==> src/wdc_pkg.sv <==
package wdc_pkg;
    localparam int CNT_W = 24;
    localparam logic [CNT_W-1:0] CNT_MAX = 24'hffffff;
    localparam logic [CNT_W-1:0] CNT_ZERO = 24'h000000;
    localparam logic [CNT_W-1:0] RELOAD_RST = 24'hffffff;
    // register byte addresses
    localparam logic [11:0] ADDR_CTRL = 12'h000;
    localparam logic [11:0] ADDR_RELOAD = 12'h004;
    localparam logic [11:0] ADDR_STATUS = 12'h008;
    localparam logic [11:0] ADDR_MASK = 12'h00c;
    localparam logic [11:0] ADDR_COUNT = 12'h010;
    // ctrl fields
    localparam int CTRL_EN = 0;
    localparam int CTRL_RES = 1;
    // status fields
    localparam int ST_TIMEOUT = 0;
    localparam int ST_STOPWAKE = 1;
    localparam int ST_W = 2;
    // watchdog tick period in system clocks
    localparam int TICK_DIV = 25000;
    typedef enum logic [1:0]
    {
        WDC_OFF = 2'b00,
        WDC_LOAD = 2'b01,
        WDC_RUN = 2'b11
    } wdc_state_t;
endpackage : wdc_pkg

==> src/wdc_top.sv <==
// Notes on behaviour
// on first enable the counter loads the stored reload value.
// counter decrements once per watchdog tick unless refreshed.
// refresh instruction reloads the counter; software must refresh in time.
// while in debug mode the counter is refreshed every cycle.
// reaching zero is a time-out.
// time-out gives interrupt or reset per response-select option bit.
// interrupt mode: pulse request to controller and set time-out flag.
// after interrupt time-out counter wraps to all ones, no reload.
// interrupt time-out in stop mode wakes the device and interrupts.
// stop-mode interrupt time-out sets time-out flag and stop-wake flag.
// reload value and counter are 24 bits wide.
module wdc_top #(
    parameter int CNT_W = wdc_pkg::CNT_W,
    parameter int TICK_DIV = wdc_pkg::TICK_DIV
) (
    input wire logic clk,
    input wire logic resetn,
    input wire logic psel,
    input wire logic penable,
    input wire logic pwrite,
    input wire logic [11:0] paddr,
    input wire logic [31:0] pwdata,
    output logic [31:0] prdata,
    output logic pready,
    output logic pslverr,
    input wire logic watchdog_refresh_or_timeout_flag,
    input wire logic debug_mode,
    input wire logic stop_mode,
    input wire logic timeout_response_select,
    output logic irq_pulse,
    output logic wdt_reset,
    output logic stop_wake,
    output logic irq
);
    ////////////////////////////////////////////////////////////////////////
    logic refresh_s1_q;
    logic refresh_s2_q;
    logic debug_s1_q;
    logic debug_s2_q;
    logic stop_s1_q;
    logic stop_s2_q;
    logic resp_s1_q;
    logic resp_s2_q;
    logic resp_latched_q;
    logic resp_latched_d;
    logic resp_caught_q;
    logic resp_caught_d;

    always_comb
    begin
        resp_latched_d = resp_latched_q;
        resp_caught_d = 1'b1;
        if (!resp_caught_q)
        begin
            resp_latched_d = resp_s2_q;
        end
    end

    // option bit is non-volatile: caught once after reset, then held
    always_ff @(posedge clk)
    begin
        // option pin synced through reset so it is valid at release
        resp_s1_q <= timeout_response_select;
        resp_s2_q <= resp_s1_q;
        if (!resetn)
        begin
            refresh_s1_q <= 1'b0;
            refresh_s2_q <= 1'b0;
            debug_s1_q <= 1'b0;
            debug_s2_q <= 1'b0;
            stop_s1_q <= 1'b0;
            stop_s2_q <= 1'b0;
            resp_latched_q <= 1'b0;
            resp_caught_q <= 1'b0;
        end
        else
        begin
            refresh_s1_q <= watchdog_refresh_or_timeout_flag;
            refresh_s2_q <= refresh_s1_q;
            debug_s1_q <= debug_mode;
            debug_s2_q <= debug_s1_q;
            stop_s1_q <= stop_mode;
            stop_s2_q <= stop_s1_q;
            resp_latched_q <= resp_latched_d;
            resp_caught_q <= resp_caught_d;
        end
    end

    ////////////////////////////////////////////////////////////////////////
    localparam int ST_W_L = wdc_pkg::ST_W;
    logic enable_q;
    logic enable_d;
    logic [CNT_W-1:0] reload_q;
    logic [CNT_W-1:0] reload_d;
    logic [ST_W_L-1:0] status_q;
    logic [ST_W_L-1:0] status_d;
    logic [ST_W_L-1:0] mask_q;
    logic [ST_W_L-1:0] mask_d;
    logic [31:0] prdata_q;
    logic [31:0] prdata_d;
    logic wr_en;
    logic rd_en;
    logic addr_ok;

    ////////////////////////////////////////////////////////////////////////
    wdc_pkg::wdc_state_t state_q;
    wdc_pkg::wdc_state_t state_d;
    logic [CNT_W-1:0] cnt_q;
    logic [CNT_W-1:0] cnt_d;
    logic irq_pulse_q;
    logic irq_pulse_d;
    logic wdt_reset_q;
    logic wdt_reset_d;
    logic wake_q;
    logic wake_d;
    logic timeout_ev;
    logic tick;
    logic refresh_ev;

    wdc_tick #(
        .DIV(TICK_DIV)
    ) u_tick (
        .clk(clk),
        .resetn(resetn),
        .run(state_q == wdc_pkg::WDC_RUN),
        .tick(tick)
    );

    // reload on every cycle the processor refresh is high, continuous reload in debug
    assign refresh_ev = refresh_s2_q | debug_s2_q;

    always_comb
    begin
        state_d = state_q;
        cnt_d = cnt_q;
        timeout_ev = 1'b0;
        irq_pulse_d = 1'b0;
        wdt_reset_d = 1'b0;
        wake_d = 1'b0;
        case (state_q)
            wdc_pkg::WDC_OFF:
            begin
                if (enable_q)
                begin
                    state_d = wdc_pkg::WDC_LOAD;
                end
            end
            wdc_pkg::WDC_LOAD:
            begin
                // load on enable
                cnt_d = reload_q;
                state_d = wdc_pkg::WDC_RUN;
            end
            wdc_pkg::WDC_RUN:
            begin
                if (!enable_q)
                begin
                    state_d = wdc_pkg::WDC_OFF;
                end
                // debug refresh
                // refresh reload
                else if (refresh_ev)
                begin
                    cnt_d = reload_q;
                end
                else if (tick)
                begin
                    // zero is time-out
                    if (cnt_q == wdc_pkg::CNT_ZERO)
                    begin
                        timeout_ev = 1'b1;
                        // wrap to max
                        cnt_d = wdc_pkg::CNT_MAX;
                        // response select
                        if (resp_latched_q)
                        begin
                            wdt_reset_d = 1'b1;
                        end
                        else
                        begin
                            // interrupt request
                            irq_pulse_d = 1'b1;
                            // stop recovery
                            wake_d = stop_s2_q;
                        end
                    end
                    else
                    begin
                        // decrement
                        cnt_d = cnt_q - 24'h000001;
                    end
                end
            end
            default:
            begin
                state_d = wdc_pkg::WDC_OFF;
            end
        endcase
    end

    always_ff @(posedge clk)
    begin
        if (!resetn)
        begin
            state_q <= wdc_pkg::WDC_OFF;
            cnt_q <= wdc_pkg::RELOAD_RST;
            irq_pulse_q <= 1'b0;
            wdt_reset_q <= 1'b0;
            wake_q <= 1'b0;
        end
        else
        begin
            state_q <= state_d;
            cnt_q <= cnt_d;
            irq_pulse_q <= irq_pulse_d;
            wdt_reset_q <= wdt_reset_d;
            wake_q <= wake_d;
        end
    end

    ////////////////////////////////////////////////////////////////////////
    assign wr_en = psel & penable & pwrite;
    assign rd_en = psel & ~penable & ~pwrite;
    assign addr_ok = (paddr == wdc_pkg::ADDR_CTRL)
        | (paddr == wdc_pkg::ADDR_RELOAD)
        | (paddr == wdc_pkg::ADDR_STATUS)
        | (paddr == wdc_pkg::ADDR_MASK)
        | (paddr == wdc_pkg::ADDR_COUNT);

    always_comb
    begin
        enable_d = enable_q;
        reload_d = reload_q;
        mask_d = mask_q;
        status_d = status_q;
        prdata_d = prdata_q;
        if (wr_en)
        begin
            case (paddr)
                wdc_pkg::ADDR_CTRL:
                    enable_d = pwdata[wdc_pkg::CTRL_EN];
                wdc_pkg::ADDR_RELOAD:
                    reload_d = pwdata[CNT_W-1:0];
                wdc_pkg::ADDR_MASK:
                    mask_d = pwdata[ST_W_L-1:0];
                wdc_pkg::ADDR_STATUS:
                    status_d = status_q & ~pwdata[ST_W_L-1:0];
                default:
                    enable_d = enable_q;
            endcase
        end
        // set beats clear in the same cycle
        // time-out flag
        if (irq_pulse_q)
        begin
            status_d[wdc_pkg::ST_TIMEOUT] = 1'b1;
        end
        // stop flags
        if (wake_q)
        begin
            status_d[wdc_pkg::ST_STOPWAKE] = 1'b1;
        end
        if (rd_en)
        begin
            case (paddr)
                wdc_pkg::ADDR_CTRL:
                    prdata_d = {30'h0, resp_latched_q, enable_q};
                wdc_pkg::ADDR_RELOAD:
                    prdata_d = {8'h00, reload_q};
                wdc_pkg::ADDR_STATUS:
                    prdata_d = {30'h0, status_q};
                wdc_pkg::ADDR_MASK:
                    prdata_d = {30'h0, mask_q};
                wdc_pkg::ADDR_COUNT:
                    prdata_d = {8'h00, cnt_q};
                default:
                    prdata_d = 32'h00000000;
            endcase
        end
    end

    always_ff @(posedge clk)
    begin
        if (!resetn)
        begin
            enable_q <= 1'b0;
            // R11 24-bit reload
            reload_q <= wdc_pkg::RELOAD_RST;
            status_q <= '0;
            mask_q <= '0;
            prdata_q <= 32'h00000000;
        end
        else
        begin
            enable_q <= enable_d;
            reload_q <= reload_d;
            status_q <= status_d;
            mask_q <= mask_d;
            prdata_q <= prdata_d;
        end
    end

    assign pready = 1'b1;
    assign pslverr = psel & penable & ~addr_ok;
    assign prdata = prdata_q;
    assign irq_pulse = irq_pulse_q;
    assign wdt_reset = wdt_reset_q;
    assign stop_wake = wake_q;
    assign irq = |(status_q & mask_q);
endmodule : wdc_top

==> src/wdc_tick.sv <==
// divides the system clock down to one-cycle watchdog ticks
module wdc_tick #(
    parameter int DIV = wdc_pkg::TICK_DIV
) (
    input wire logic clk,
    input wire logic resetn,
    input wire logic run,
    output logic tick
);
    logic [31:0] cnt_q;
    logic [31:0] cnt_d;
    logic tick_d;
    logic tick_q;

    always_comb
    begin
        cnt_d = cnt_q;
        tick_d = 1'b0;
        if (!run)
        begin
            cnt_d = '0;
        end
        else if (cnt_q >= 32'(DIV - 1))
        begin
            cnt_d = '0;
            tick_d = 1'b1;
        end
        else
        begin
            cnt_d = cnt_q + 32'h00000001;
        end
    end

    always_ff @(posedge clk)
    begin
        if (!resetn)
        begin
            cnt_q <= '0;
            tick_q <= 1'b0;
        end
        else
        begin
            cnt_q <= cnt_d;
            tick_q <= tick_d;
        end
    end

    assign tick = tick_q;
endmodule : wdc_tick

==> config.mk <==
export PLATFORM = sky130hd
export DESIGN_NAME = wdc_top
export DESIGN_NICKNAME = d
export VERILOG_FILES = /design/src/wdc_pkg.sv /design/src/wdc_top.sv /design/src/wdc_tick.sv
export SDC_FILE = /design/constraint.sdc
export NUM_CORES = 1
export LEC_CHECK = 0
export BUFFER_PORTS_ARGS = -buffer_cell sky130_fd_sc_hd__buf_2
export CORE_ASPECT_RATIO = 2
export CORE_UTILIZATION = 45
export DETAILED_ROUTE_END_ITERATION = 12
export PLACE_DENSITY = 0.66
export SYNTH_ARGS = -nofsm -noshare
export SYNTH_HDL_FRONTEND = slang
export SYNTH_HIERARCHICAL = 1
export SYNTH_SLANG_ARGS = --single-unit
export TNS_END_PERCENT = 5
==> constraint.sdc <==
create_clock -name clk -period 2.9 [get_ports clk]
set_input_delay 0 -clock clk [delete_from_list [all_inputs] [get_ports clk]]
set_output_delay 0 -clock clk [all_outputs]
set_load 0.02 [all_outputs]
# Word level (Yosys, flattened, before mapping)
# Cells that the tools add are included.
[op_classes]
n_addsub = 2
n_lt_le_gt_ge = 1
n_eq_ne = 10
muxes = 17
bitwise = 21
reduce_logical = 20
[ops]
columns = ["cell", "count"]
rows = [
  ["one-hot mux 24 bit (5 select lines)", 1],
  ["two-way mux 24 bit", 4],
  ["one-hot mux 24 bit (2 select lines)", 1],
  ["adder 32 x 1 -> 32 bit (second input constant)", 1],
  [">= comparator 32 x 15 -> 1 bit (second input constant)", 1],
  ["== test 12 x 4 -> 1 bit (second input constant)", 2],
  ["zero test 24 bit", 1],
  ["subtractor 24 x 1 -> 24 bit (second input constant)", 1],
  ["AND reduction 2 bit", 7],
  ["== test 12 x 3 -> 1 bit (second input constant)", 1],
  ["== test 12 x 5 -> 1 bit (second input constant)", 1],
  ["zero test 12 bit", 1],
  ["nonzero test 2 bit", 5],
  ["two-way mux 2 bit", 4],
  ["NOT 1 bit", 8],
  ["OR reduction 7 bit", 1],
  ["two-way mux 1 bit", 6],
  ["inequality test 2 bit (second input constant)", 3],
  ["one-hot mux 2 bit (3 select lines)", 1],
  ["OR reduction 6 bit", 1],
  ["AND 1 bit", 5],
  ["OR 1 bit", 5],
  ["AND 2 bit", 2],
  ["inequality test 3 bit (second input constant)", 1],
  ["other kinds (7)", 7],
]
[totals]
ff_bits = 133
inputBits = 53
elab_cells = 94

# Longest topological paths before layout
[depth]
word_depth = 7
ltp_mapped = 8
ltp_nobuf = 7

# Hierarchy
# The synthesis kept the hierarchy.
[modules_own_cells]
columns = ["mod", "n_inst", "cells_each", "area_each_um2"]
rows = [
  ["wdc_top", 1, 533, 4381.7],
  ["wdc_tick", 1, 102, 1092.3],
]

# Worst setup path after synthesis
# No wires, ideal clock.
[synth_path]
path_type = "register -> register"
startpoint = "register u_tick.cnt_q[11]"
endpoint = "register u_tick.cnt_q[12]"
setup_time_ps = 130
t_arrival_ps = 1727
required_ps = 2770
setup_slack_ps = 1043
path_stages_with_launch = 6
path_buffers = 1
synth_period_minus_slack_ps = 1857
cell_sequence = "dfxtp_1 > or4_1 > or4_1 > o211ai_2 > buf_6 > nor3_1"
[synth_between]
elab_chain_cells = 2
elab_cells_between_ends = 3
[synth_rtl]
columns = ["item", "line_no", "rtl"]
rows = [
  ["from (decl)", "wdc_tick.sv:10", "logic [31:0] cnt_q;"],
  ["from (signal assigned)", "wdc_tick.sv:43", "cnt_q <= cnt_d;"],
  [">= comparator 32 x 15 -> 1 bit", "wdc_tick.sv:23", "else if (cnt_q >= 32'(DIV - 1))"],
  ["OR reduction 3 bit (no line)", "-", ""],
]
# Parallel ways exist; a longest one is shown, timed or not.
# A chain may end at the register's enable or synchronous reset.

==> results.sh <==
export IMPL_multi_input_area_sq_mm=0.00275
export IMPL_end_kind="register"
export IMPL_clk_latency_ns=0.42
export IMPL_pre_cts_ws_ns=0.633
export IMPL_drv_slew=0
export IMPL_startpoint_type="register"
export IMPL_place_hpwl_um=9770
export IMPL_worstPathCellList="inv_1, ha_1, nor2b_1, and4_1, a21oi_1, a21oi_1, a211o_1"
export IMPL_regArea_sq_mm=0.00250
export IMPL_pwr_share_comb=0.032
export IMPL_placed_area_sq_mm=0.00593
export IMPL_vias=5092
export IMPL_max_slew_margin=0.445
export IMPL_ir_drop_mv=0.494
export IMPL_synth_edf_count=0
export IMPL_cts_resized_gates=0
export IMPL_io_buffers=73
export IMPL_syn_area_sq_mm=0.00547
export IMPL_fin_hold_ws_ns=0.0345
export IMPL_die_area_sq_mm=0.0126
export IMPL_rows=56
export IMPL_leakagePower_nw=2.79
export IMPL_synthFlopType="dfxtp_1"
export IMPL_grt_pass1_vias=5029
export IMPL_clkSinkCount=125
export IMPL_status="complete, no violations"
export IMPL_gr_usage_all_layers=0.244
export IMPL_die_h_um=158
export IMPL_cts_buffers=17
export IMPL_async_flop_share=0
export IMPL_cts_root_buf="clkbuf_16"
export IMPL_critPathMaxFanout=7
export IMPL_final_util=0.579
export IMPL_cts_tree="yes"
export IMPL_routed_via_density=5.66
export IMPL_finalWorstSetupSlack_ns=0.585
export IMPL_final_hold_viol_count=0
export IMPL_synth_top_area_cell="dfxtp_1"
export IMPL_io_pins=91
export IMPL_switching_power_uw=907
export IMPL_yosysWarnings=6
export IMPL_grt_pass1_wl_um=23800
export IMPL_hold_path_startpoint="paddr[4]"
export IMPL_p_sw_frac=0.223
export IMPL_fin_nets=797
export IMPL_hp_class="input port to register"
export IMPL_path_class="register to register"
export IMPL_die_x_um=80.0
export IMPL_tightest_slew_ns=0.833
export IMPL_area_growth_pct=24.6
export IMPL_yosysTopAreaCellShare=0.457
export IMPL_setup_violations=0
export IMPL_fin_crit_ns=2.31
export IMPL_max_clock_freq_ghz=0.432
export IMPL_synth_adder_area_share=0.00686
export IMPL_syn_inst=635
export IMPL_synth_area_per_cell_sq_um=8.62
export IMPL_fin_total_pwr_mw=4.07
export IMPL_grt_max_degree=61
export IMPL_synth_simple_gate_area_frac=0.278
export IMPL_path_clk_slew_ns=0.06
export IMPL_r2r_start="cnt_q[0]$_SDFFE_PN1P_"
export IMPL_p_clk_frac=0.540
export IMPL_cpMostUsedCell="a21oi_1"
export IMPL_pwr_share_seq=0.428
export IMPL_fin_skew_ns=0.00761
export IMPL_synth_top_family_by_area="simple AND/OR/NAND/NOR gates"
export IMPL_dp_cells=839
export IMPL_drcViolationCount=0
export IMPL_totalWireLength_um=14600
export IMPL_ys_top_cells_by_area="dfxtp_1, nand2_1, a22oi_1, nor3_1, nand3_1"
export IMPL_firstDrtPassIters=5
export IMPL_internal_power_mw=3.17
export IMPL_core_area_sq_mm=0.0118
export IMPL_ant_nets=0
export IMPL_slowest_stage="a21oi_1"
export IMPL_wl_per_cell_um=16.2
export IMPL_fin_cells=899
export IMPL_rsz0062_at_grt="no"
export IMPL_drive_gt1_frac=0.178
export IMPL_diodes=0
export IMPL_cts_buffer_depth=2
export IMPL_critPathRequiredTime_ns=3.20
export IMPL_overflow=0
export IMPL_synthXorXnorAreaFrac=0.0240
export IMPL_drv_cap=0
export IMPL_arrival_ns=2.61
export IMPL_final_area_sq_mm=0.00682
export IMPL_synth_seq_area_share=0.457
export IMPL_drt_initial_drc_count=333
export IMPL_cts_htree_levels=4
export IMPL_start_util=0.465
export IMPL_cp_startpoint="cnt_q[0]$_SDFFE_PN1P_"
export IMPL_antenna_found_initial=0
export IMPL_slowest_delay_ns=0.65
export IMPL_ys_seq_elements=125
export IMPL_min_period_over_period=0.798
export IMPL_gp_congestion=0.920
export IMPL_synth_compound_area_frac=0.163
export IMPL_setup_tns_ns=0
export IMPL_ys_types=64
export IMPL_fillerInstances=1105
export IMPL_synthMuxAreaShare=0.0114
export IMPL_cellPowerDensity_mw_per_mm2=597
==> layout by cell type, fill, tap and decap left out, types with 17 or more instances in the layout <==
cell / instances
dfxtp_1: 125
nand2_1: 88
buf_2: 73
nor3_1: 41
nand3_1: 40
nor2_1: 39
a21oi_1: 36
a22oi_1: 28
dlygate4sd3_1: 28
conb_1: 26
clkbuf_16: 17
==> per-layer routing <==
metal,vias up,wire [um],global-route usage
met5,-,0,0
met4,0,488,0.134
met3,34,576,0.0484
met2,143,8040,0.454
met1,2454,5460,0.248
li1,2461,-,-
==> cells by family after synthesis <==
logic type,count (synthesis)
compound gates,131
xor+xnor,15
fa+ha+maj,3
buf+inv,61
flops,125
mux,6
other cells,3
simple gates,291
==> worst max-delay path, delay by kind of cell, from the launching register on <==
| family | cells | cell delay, ns |
|---|---|---|
| AOI/OAI and AO/OA | 3 | 1.11 |
| adders and majority gates | 1 | 0.21 |
| buffers and inverters | 1 | 0.14 |
| DFF | 1 | 0.43 |
| and+or+nand+nor | 2 | 0.32 |
==> what timing repair did <==
| action | in CTS | in global routing |
|---|---|---|
| hold buffers | 28 | 0 |
| endpoints found under the setup margin | 0 | 0 |
| buffers inserted | 0 | 0 |
| endpoints found under the hold margin | 33 | 0 |
==> power by group through the flow <==
stage                     clock (mW)  sequential, mW  combinational, mW
after floorplan                    0            1.78             0.0621
after global placement             0            1.78             0.0982
after detailed placement           0            1.78             0.0997
after CTS                       2.23            1.74              0.129
after global routing            2.31            1.74              0.143
final                           2.20            1.74              0.130
==> final cells by class <==
class	instances	area share
Multi-Input combinational cell	472	0.403
Sequential cell	125	0.367
Timing Repair Buffer	112	0.107
Clock buffer	18	0.0629
Clock inverter	14	0.0270
Tap cell	145	0.0266
Inverter	13	0.00716
==> cells in the mapped netlist, drive strengths merged, types with 11 or more instances <==
cell and n:
a21oi 36, a22oi 28, buf 24, clkbuf 24, dfxtp 125, inv 13
nand2 88, nand3 40, nand4 14, nor2 39, nor3 41, nor4 15
o21ai 18, xnor2 11
==> path summary, 6_finish.rpt <==
| path | to | cells past startpoint | slack [ns] |
|---|---|---|---|
| max | cnt_q[1]$_SDFFE_PN1P_ | 7 | 0.59 |
| min | prdata[0]$_SDFFE_PN0P_ | 4 | 0.03 |
| max reg2reg | cnt_q[1]$_SDFFE_PN1P_ | 7 | 0.59 |
| min reg2reg | resp_s2_q$_DFF_P_ | 0 | 0.33 |
==> sequential cells by signal, indices dropped and copies added (netlist names), 2 cells and up <==
register	count
state_q	2
cnt_q	24
mask_q	2
status_q	2
reload_q	24
u_tick/cnt_q	32
prdata	24
Note: power is estimated with default switching activity, not from simulation.
